**src/design/supervisor_pkg.sv**
```systemverilog
// Purpose: Shared constants and types for the supply supervisor core
// Assumes: 125 MHz core clock, synchronous active-high reset
// Notes:   Long counts are also top-level parameters so simulation can shorten them
package supervisor_pkg;

  localparam int CLK_KHZ          = 125000;
  localparam int WDOG_TIMEOUT_MS  = 800;
  localparam int RESET_DELAY_MS   = 100;
  localparam int SEAL_MIN_MS      = 5;
  localparam int SEAL_MAX_MS      = 35;
  localparam int WDOG_PULSE_NS    = 100;

  // Nominal time-out sits inside the 0.48 s to 1.12 s window
  localparam int WDOG_TIMEOUT_CYC = WDOG_TIMEOUT_MS * CLK_KHZ;
  localparam int RESET_DELAY_CYC  = RESET_DELAY_MS * CLK_KHZ;
  // Least and longest times are exact whole-cycle products, no rounding
  localparam int SEAL_MIN_CYC     = SEAL_MIN_MS * CLK_KHZ;
  localparam int SEAL_MAX_CYC     = SEAL_MAX_MS * CLK_KHZ;
  localparam int WDOG_PULSE_CYC   = (WDOG_PULSE_NS * (CLK_KHZ / 1000) + 999) / 1000;
  localparam int NUDGE_NUM        = 7;
  localparam int NUDGE_DEN        = 8;

  localparam int CNT_W            = 32;

  localparam logic       RESET_N_RST   = 1'b0;
  localparam logic       PF_N_RST      = 1'b0;
  localparam logic       SEAL_RST      = 1'b0;
  localparam logic [CNT_W-1:0] CNT_RST = 32'h0000_0000;

  typedef enum logic [1:0] {
    PH_SUPPLY_LOW,
    PH_DELAY,
    PH_RUN
  } phase_e;

  typedef struct packed {
    logic level;
    logic oe_n;
  } pin_drive_s;

  typedef struct packed {
    logic [CNT_W-1:0] count;
    logic             expire;
    logic             nudge;
  } wdog_state_s;

  typedef struct packed {
    phase_e           phase;
    logic [CNT_W-1:0] delay_cnt;
    logic [CNT_W-1:0] seal_cnt;
    logic             supply_last;
    logic             seal;
    logic             reset_n;
    logic             pf_n;
    logic             wdi_last;
    logic             battery_connect;
    pin_drive_s       wdi_drive;
  } core_state_s;

endpackage

```
**src/design/wdog_timer.sv**
```systemverilog
// Purpose: Watchdog interval counter with 7/8 nudge window and expiry pulse
// Assumes: restart_in wins over counting; counter only advances while run_in
// Notes:   expire_out is a one-cycle pulse; nudge_out is a level of PULSE_CYC cycles
`timescale 1ns/1ps
module wdog_timer #(
  parameter int TIMEOUT_CYC = supervisor_pkg::WDOG_TIMEOUT_CYC,
  parameter int PULSE_CYC   = supervisor_pkg::WDOG_PULSE_CYC
) (
  input  wire logic clk_in,
  input  wire logic srst_in,
  input  wire logic run_in,
  input  wire logic restart_in,
  output logic      expire_out,
  output logic      nudge_out
);

  localparam logic [supervisor_pkg::CNT_W-1:0] LAST =
    supervisor_pkg::CNT_W'(TIMEOUT_CYC - 1);
  localparam logic [supervisor_pkg::CNT_W-1:0] NUDGE_AT =
    supervisor_pkg::CNT_W'(TIMEOUT_CYC * supervisor_pkg::NUDGE_NUM
                           / supervisor_pkg::NUDGE_DEN);
  localparam logic [supervisor_pkg::CNT_W-1:0] NUDGE_END =
    supervisor_pkg::CNT_W'(TIMEOUT_CYC * supervisor_pkg::NUDGE_NUM
                           / supervisor_pkg::NUDGE_DEN + PULSE_CYC);

  supervisor_pkg::wdog_state_s st;
  supervisor_pkg::wdog_state_s next_st;

  always_comb begin
    next_st        = st;
    next_st.expire = 1'b0;
    if (restart_in || !run_in) begin
      next_st.count = supervisor_pkg::CNT_RST;                   // [RULE2]
    end else if (st.count == LAST) begin
      next_st.count  = supervisor_pkg::CNT_RST;
      next_st.expire = 1'b1;                                     // [RULE12]
    end else begin
      next_st.count = st.count + 1'b1;
    end
    // Nudge window opens at 7/8 of the period and lasts one minimum pulse
    next_st.nudge = run_in && !restart_in && (st.count >= NUDGE_AT)
                    && (st.count < NUDGE_END);                   // [RULE4]
  end

  always_ff @(posedge clk_in) begin
    if (srst_in) begin
      st.count  <= supervisor_pkg::CNT_RST;
      st.expire <= 1'b0;
      st.nudge  <= 1'b0;
    end else begin
      st <= next_st;
    end
  end

  assign expire_out = st.expire;
  assign nudge_out  = st.nudge;

endmodule

```
**src/design/supervisor_watchdog_powerfail_seal.sv**
```systemverilog
// Purpose: Digital core of a battery-backup supply supervisor
// Assumes: Analog comparators arrive as synchronous levels; supply_ok_in is the supply monitor
// Notes:   Switchover and analog thresholds live outside this block
// Function
// [RULE1] Host must toggle the service input faster than the watchdog time-out.
// [RULE2] Every rising or falling service-input transition restarts the watchdog timer.
// [RULE3] A floating service input retriggers internally, so the watchdog never times out.
// [RULE4] Internal drive holds service input low for 7/8 period, then pulses high.
// [RULE5] Host should keep the service input low and pulse it before 7/8.
// [RULE6] Power-fail flag goes low while the sense comparator reports below threshold.
// [RULE7] Flag returns high only above threshold plus hysteresis; holds in between.
// [RULE8] While sealed, the backup battery stays disconnected.
// [RULE9] Seal arms on battery, grounded flag, high sense and 5-35 ms supply pulse.
// [RULE10] Seal ends on the first rising edge of reset with supply present.
// [RULE11] Reset output is active low and actively driven both ways.
// [RULE12] Watchdog time-out lies in 0.48-1.12 s, nominal 0.8 s, from last restart.
// [RULE13] A time-out asserts reset for the reset delay, then releases and restarts.
`timescale 1ns/1ps
module supervisor_watchdog_powerfail_seal #(
  parameter int WDOG_TIMEOUT_CYC = supervisor_pkg::WDOG_TIMEOUT_CYC,
  parameter int RESET_DELAY_CYC  = supervisor_pkg::RESET_DELAY_CYC,
  parameter int SEAL_MIN_CYC     = supervisor_pkg::SEAL_MIN_CYC,
  parameter int SEAL_MAX_CYC     = supervisor_pkg::SEAL_MAX_CYC,
  parameter int WDOG_PULSE_CYC   = supervisor_pkg::WDOG_PULSE_CYC
) (
  input  wire logic clk_in,
  input  wire logic srst_in,
  input  wire logic supply_ok_in,
  input  wire logic battery_present_in,
  input  wire logic wdog_service_in,
  input  wire logic aux_sense_above_in,
  input  wire logic aux_sense_above_hyst_in,
  input  wire logic powerfail_flag_n_pin_in,
  output logic      reset_n_out,
  output logic      powerfail_flag_n_out,
  output logic      battery_connect_out,
  output logic      sealed_out,
  output logic      wdog_drive_out,
  output logic      wdog_drive_oe_n_out
);

  localparam logic [supervisor_pkg::CNT_W-1:0] DELAY_LAST =
    supervisor_pkg::CNT_W'(RESET_DELAY_CYC - 1);
  localparam logic [supervisor_pkg::CNT_W-1:0] SEAL_MIN =
    supervisor_pkg::CNT_W'(SEAL_MIN_CYC);
  localparam logic [supervisor_pkg::CNT_W-1:0] SEAL_MAX =
    supervisor_pkg::CNT_W'(SEAL_MAX_CYC);

  supervisor_pkg::core_state_s st;
  supervisor_pkg::core_state_s next_st;

  logic wd_expire;
  logic wd_nudge;
  logic wd_run;
  logic wd_restart;
  logic wdi_edge;
  logic floating_retrig;
  logic arm_cond;

  // Either edge direction counts the same
  assign wdi_edge = wdog_service_in ^ st.wdi_last;                   // [RULE2]
  // Pin following our own nudge means nobody else drives it
  assign floating_retrig = wd_nudge && wdog_service_in;              // [RULE3]
  assign wd_run     = (st.phase == supervisor_pkg::PH_RUN);
  assign wd_restart = wdi_edge || floating_retrig;                   // [RULE2] [RULE3]

  // Flag pin held low by the outside while we drive it high marks the arming strap
  assign arm_cond = battery_present_in && aux_sense_above_in
                    && st.pf_n && !powerfail_flag_n_pin_in;          // [RULE9]

  wdog_timer #(
    .TIMEOUT_CYC (WDOG_TIMEOUT_CYC),
    .PULSE_CYC   (WDOG_PULSE_CYC)
  ) u_wdog (
    .clk_in     (clk_in),
    .srst_in    (srst_in),
    .run_in     (wd_run),
    .restart_in (wd_restart),
    .expire_out (wd_expire),
    .nudge_out  (wd_nudge)
  );

  always_comb begin
    next_st             = st;
    next_st.wdi_last    = wdog_service_in;
    next_st.supply_last = supply_ok_in;

    // Comparator with latch between the two trip levels
    if (!aux_sense_above_in) begin
      next_st.pf_n = 1'b0;                                           // [RULE6]
    end else if (aux_sense_above_hyst_in) begin
      next_st.pf_n = 1'b1;                                           // [RULE7]
    end

    unique case (st.phase)
      supervisor_pkg::PH_SUPPLY_LOW: begin
        next_st.reset_n   = 1'b0;                                    // [RULE11]
        next_st.delay_cnt = supervisor_pkg::CNT_RST;
        if (supply_ok_in) begin
          next_st.phase = supervisor_pkg::PH_DELAY;
        end
      end
      supervisor_pkg::PH_DELAY: begin
        next_st.reset_n = 1'b0;                                      // [RULE13]
        if (!supply_ok_in) begin
          next_st.phase = supervisor_pkg::PH_SUPPLY_LOW;
        end else if (st.delay_cnt == DELAY_LAST) begin
          next_st.phase   = supervisor_pkg::PH_RUN;
          next_st.reset_n = 1'b1;                                    // [RULE11]
        end else begin
          next_st.delay_cnt = st.delay_cnt + 1'b1;
        end
      end
      supervisor_pkg::PH_RUN: begin
        next_st.reset_n = 1'b1;
        if (!supply_ok_in) begin
          next_st.phase   = supervisor_pkg::PH_SUPPLY_LOW;
          next_st.reset_n = 1'b0;
        end else if (wd_expire) begin
          // Timer restarts by itself since it only runs in this phase
          next_st.phase     = supervisor_pkg::PH_DELAY;              // [RULE13]
          next_st.delay_cnt = supervisor_pkg::CNT_RST;
          next_st.reset_n   = 1'b0;
        end
      end
    endcase

    // Seal arming: measure how long the supply stays with the strap present
    if (supply_ok_in && arm_cond) begin
      if (st.seal_cnt != SEAL_MAX) begin
        next_st.seal_cnt = st.seal_cnt + 1'b1;                       // [RULE9]
      end
    end else if (supply_ok_in) begin
      next_st.seal_cnt = supervisor_pkg::CNT_RST;
    end
    if (st.supply_last && !supply_ok_in) begin
      next_st.seal_cnt = supervisor_pkg::CNT_RST;
      if ((st.seal_cnt > SEAL_MIN) && (st.seal_cnt < SEAL_MAX)) begin
        next_st.seal = 1'b1;                                         // [RULE9]
      end
    end

    // Reset release with supply present ends the seal
    if (st.seal && !st.reset_n && next_st.reset_n && supply_ok_in) begin
      next_st.seal = 1'b0;                                           // [RULE10]
    end
    next_st.battery_connect = !next_st.seal;                         // [RULE8]

    // Weak keeper low, high only during the nudge window
    next_st.wdi_drive.level = wd_nudge;                              // [RULE4]
    next_st.wdi_drive.oe_n  = 1'b0;
  end

  always_ff @(posedge clk_in) begin
    if (srst_in) begin
      st.phase           <= supervisor_pkg::PH_SUPPLY_LOW;
      st.delay_cnt       <= supervisor_pkg::CNT_RST;
      st.seal_cnt        <= supervisor_pkg::CNT_RST;
      st.supply_last     <= 1'b0;
      st.seal            <= supervisor_pkg::SEAL_RST;
      st.reset_n         <= supervisor_pkg::RESET_N_RST;
      st.pf_n            <= supervisor_pkg::PF_N_RST;
      st.wdi_last        <= 1'b0;
      st.battery_connect <= 1'b1;
      st.wdi_drive.level <= 1'b0;
      st.wdi_drive.oe_n  <= 1'b0;
    end else begin
      st <= next_st;
    end
  end

  assign reset_n_out          = st.reset_n;                          // [RULE11]
  assign powerfail_flag_n_out = st.pf_n;
  assign battery_connect_out  = st.battery_connect;
  assign sealed_out           = st.seal;
  assign wdog_drive_out       = st.wdi_drive.level;
  assign wdog_drive_oe_n_out  = st.wdi_drive.oe_n;

endmodule

```
**config.mk**
```make
export PLATFORM = sky130hd
export DESIGN_NAME = supervisor_watchdog_powerfail_seal
export DESIGN_NICKNAME = d
export VERILOG_FILES = /design/src/design/supervisor_pkg.sv /design/src/design/wdog_timer.sv /design/src/design/supervisor_watchdog_powerfail_seal.sv
export SDC_FILE = /design/constraint.sdc
export NUM_CORES = 1
export LEC_CHECK = 0
export ABC_AREA = 1
export BUFFER_PORTS_ARGS = -buffer_cell sky130_fd_sc_hd__buf_2
export CAP_MARGIN = 20
export CELL_PAD_IN_SITES_DETAIL_PLACEMENT = 1
export CELL_PAD_IN_SITES_GLOBAL_PLACEMENT = 2
export CORE_MARGIN = 1.5
export CORE_UTILIZATION = 34
export DETAILED_ROUTE_END_ITERATION = 10
export HOLD_SLACK_MARGIN = 0.02
export PLACE_DENSITY_LB_ADDON = 0.1
export SLEW_MARGIN = 10
export SYNTH_ARGS = -nofsm -noshare
export SYNTH_HDL_FRONTEND = slang
export SYNTH_SLANG_ARGS = --single-unit
```
**constraint.sdc**
```tcl
create_clock -name clk_in -period 2.06 [get_ports clk_in]
set_input_delay 0.206 -clock clk_in [delete_from_list [all_inputs] [get_ports clk_in]]
set_output_delay 0.206 -clock clk_in [all_outputs]
set_load 0.05 [all_outputs]
```
==> summary.txt <==
Timing
  • Fin Setup TNS: 0 ns
  • Final hold violations: 0
  • Post-layout min period: 1.89 ns
  • Post-route clock skew: 0.0106 ns
  • Slew margin rel.: 66.0%
  • FMAX: 529 MHz
  • Pins over their slew limit: 0
  • RSZ-0062 raised after global routing: false
  • Final setup fails: 0
  • Setup ws final: 0.168 ns
  • Worst slew pin tran: 0.504 ns
  • Worst hold slack: 0.0598 ns
  • Final worst path period share: 91.8%

Logic synthesis
  • Ys Warns: 0
  • Post-synthesis register bit count: 107
  • Top post-synthesis cells by area: dfxtp_1 30%, nand2_1 17%, nor2_1 11%
  • Post-Synth Simple-Gate Area: 47.4%
  • Adder-cell share of the synthesized area: 1.59%
  • Compound-Gate Fraction of Synth Area: 8.77%
  • Syn Area/Cell: 6.01 um^2
  • Fraction of synthesized area in multiplexers: 0%
  • Post-Syn Instances: 1177
  • Synth Cell Area: 7080 um^2
  • Xor/xnor cell area share of the yosys netlist: 2.47%
  • Largest family of logic cells by synthesized area: simple AND/OR/NAND/NOR gates
  • Top cell type's share of synthesized area: 30.3%
  • Mapped Nets: 1194
  • Largest area contributor in the netlist: dfxtp_1
  • Seq/Total Area, Yosys: 30.3%
  • Yosys cell types: 40

Finish
  • Ant diodes: 0
  • # fillers: 2788
  • Final core occ: 38.9%
  • Area growth syn-to-layout: 11.6%
  • Nets: 1219
  • Commonest non-fill, non-tap cell in the layout: nand2_1
  • Multi-input logic area: 4320 um^2
  • Most frequent cells in the layout: 316 x nand2_1, 209 x nor2_1, 143 x nand3_1
  • Seq. cell area: 2140 um^2
  • Fraction of layout cells with a size suffix above 1: 10.0%

CTS
  • Num CTS Buffers: 9
  • CTS Sinks: 107
  • Clock latency on the worst-skew pair: 0.37 ns
  • Root buffer cell: clkbuf_16
  • CTS HTree Levels: 3
  • CTS max path bufs: 2
  • CTS tree: done
  • Hold_buf cts: 0
  • Worst-path clk slew: 0.08 ns

Route
  • Routed len/inst: 15.9 um
  • DRT Pass-1 Iters: 5
  • Drt drc: 0
  • Antenna viol nets, final: 0
  • Aggregate routed wire length: 23500 um
  • DRT iter0 DRCs: 326
  • Total number of vias: 7329
  • Routed vias/inst: 4.96

Critical path
  • Crit path max-delay cell type: dfxtp_1
  • Critical path cell sequence: inv_1, ha_1, buf_4, o21ai_4, nand2_2, nand2_8, o21ai_0, inv_1, nor2_1
  • Data required, critical path: 2.33 ns
  • WP data arrival: 2.16 ns
  • Critical path class: flip-flop to flip-flop
  • Critical path capture point type: flip-flop
  • Slowest stage delay, CP: 0.37 ns
  • Crit path max fanout: 41
  • CP most frequent cell: inv_1
  • Crit start category: flip-flop

Power
  • Pwr Density: 523 nW/um^2
  • Total Power: 4.13 mW
  • Peak VDD IR: 340 uV
  • P_leak: 2.77 nW

Placed design
  • IO Port Bufs: 12
  • Routability congestion estimate: 0.850
  • DP HPWL: 18300 um
  • Place WS: 0.0475 ns

Flow run
  • Max-cap violations: 0

Floorplanning
  • # rows: 52
  • I/O pins: 14
  • Initial core utilization: 34.9%
  • Core area: 20300 um^2
  • Area of the die: 21700 um^2
  • Die H: 147 um
  • Die span in x: 147 um

Global route
  • Global-route wire length before repair: 38400 um
  • Pin count of the biggest net entering global routing: 42
  • Number of global-route vias before repair: 7316
  • Initial antenna violation count: 0
  • GRT Total Usage: 22.3%
  • GR Overflow Total: 0

Outcome
  • Outcome: completed

Worst hold path
  • Worst hold path class: primary input to flip-flop
==> cell type report <==
type	instances	area share, %
Clock buffer	10	3.03
Clock inverter	6	0.729
Inverter	130	6.18
Multi-Input combinational cell	910	54.6
Sequential cell	107	27.1
Tap cell	270	4.28
Timing Repair Buffer	44	4.01
==> worst max-delay path: cells and delay by family, from the launching register on <==
family,cells,cell delay [ns]
and+or+nand+nor,3,0.44
buffers and inverters,3,0.29
AOI/OAI and AO/OA,2,0.45
DFF,1,0.37
adders and majority gates,1,0.21
==> metrics by stage <==
step | std cells | instance area [um^2]
floorplan | 1177 | 7080
global placement | 1460 | 7540
detailed placement | 1460 | 7540
CTS | 1476 | 7850
global route | 1477 | 7900
finish | 1477 | 7900
==> path summary, 6_finish.rpt <==
check                   start             end  slack [ns]  cells past startpoint
min           wdog_service_in           st[3]        0.06                      3
max                    st[72]          st[61]        0.17                      9
min reg2reg  u_wdog.nudge_out  wdog_drive_out        0.43                      2
max reg2reg            st[72]          st[61]        0.17                      9
==> synth_stat cells, drive strengths merged <==
library cell / instances
a21o: 1
a21oi: 80
and3: 1
buf: 22
clkbuf: 8
clkinv: 1
conb: 1
dfxtp: 107
ha: 9
inv: 129
nand2: 332
nand3: 145
nand3b: 3
nand4: 20
nor2: 225
nor3: 30
nor3b: 1
nor4: 3
o21ai: 25
o21bai: 3
o32ai: 1
or2: 10
xnor2: 4
xor2: 16
==> metal layers <==
metal | track usage (%) | vias to the layer above | routed length [um]
li1 | - | 3792 | -
met1 | 31.2 | 3452 | 12100
met5 | 0 | - | 0
met4 | 5.55 | 0 | 348
met2 | 36.3 | 65 | 10500
met3 | 2.76 | 20 | 535
==> logic make-up (layout without fill, tap and decap cells) <==
kind of cell	count (synthesis)	after routing
other	1	1
adder cells (fa/ha/maj)	9	9
flip-flops	107	107
buffers and inverters	160	190
XOR/XNOR	20	20
AO/OA/AOI/OAI	110	110
AND/OR/NAND/NOR	770	770
==> power breakdown <==
part           internal, mW  total [mW]  switching, mW
clock network         0.880        1.80          0.919
logic                0.0646       0.251          0.187
registers              2.07        2.08        0.00561
==> flip-flops by register name, indices dropped and copies added (netlist names) <==
| signal | count |
|---|---|
| battery_connect_out | 1 |
| u_wdog.st | 32 |
| st | 68 |
| u_wdog.expire_out | 1 |
| u_wdog.nudge_out | 1 |
| powerfail_flag_n_out | 1 |
| reset_n_out | 1 |
| sealed_out | 1 |
| wdog_drive_out | 1 |
==> repair_timing <==
action,in CTS,in global routing
buffers inserted,0,1
setup endpoints to repair,1,47
cloned,0,0
pin swaps,0,3
resized for setup,1,13
Power figures use the tool's default switching activity.
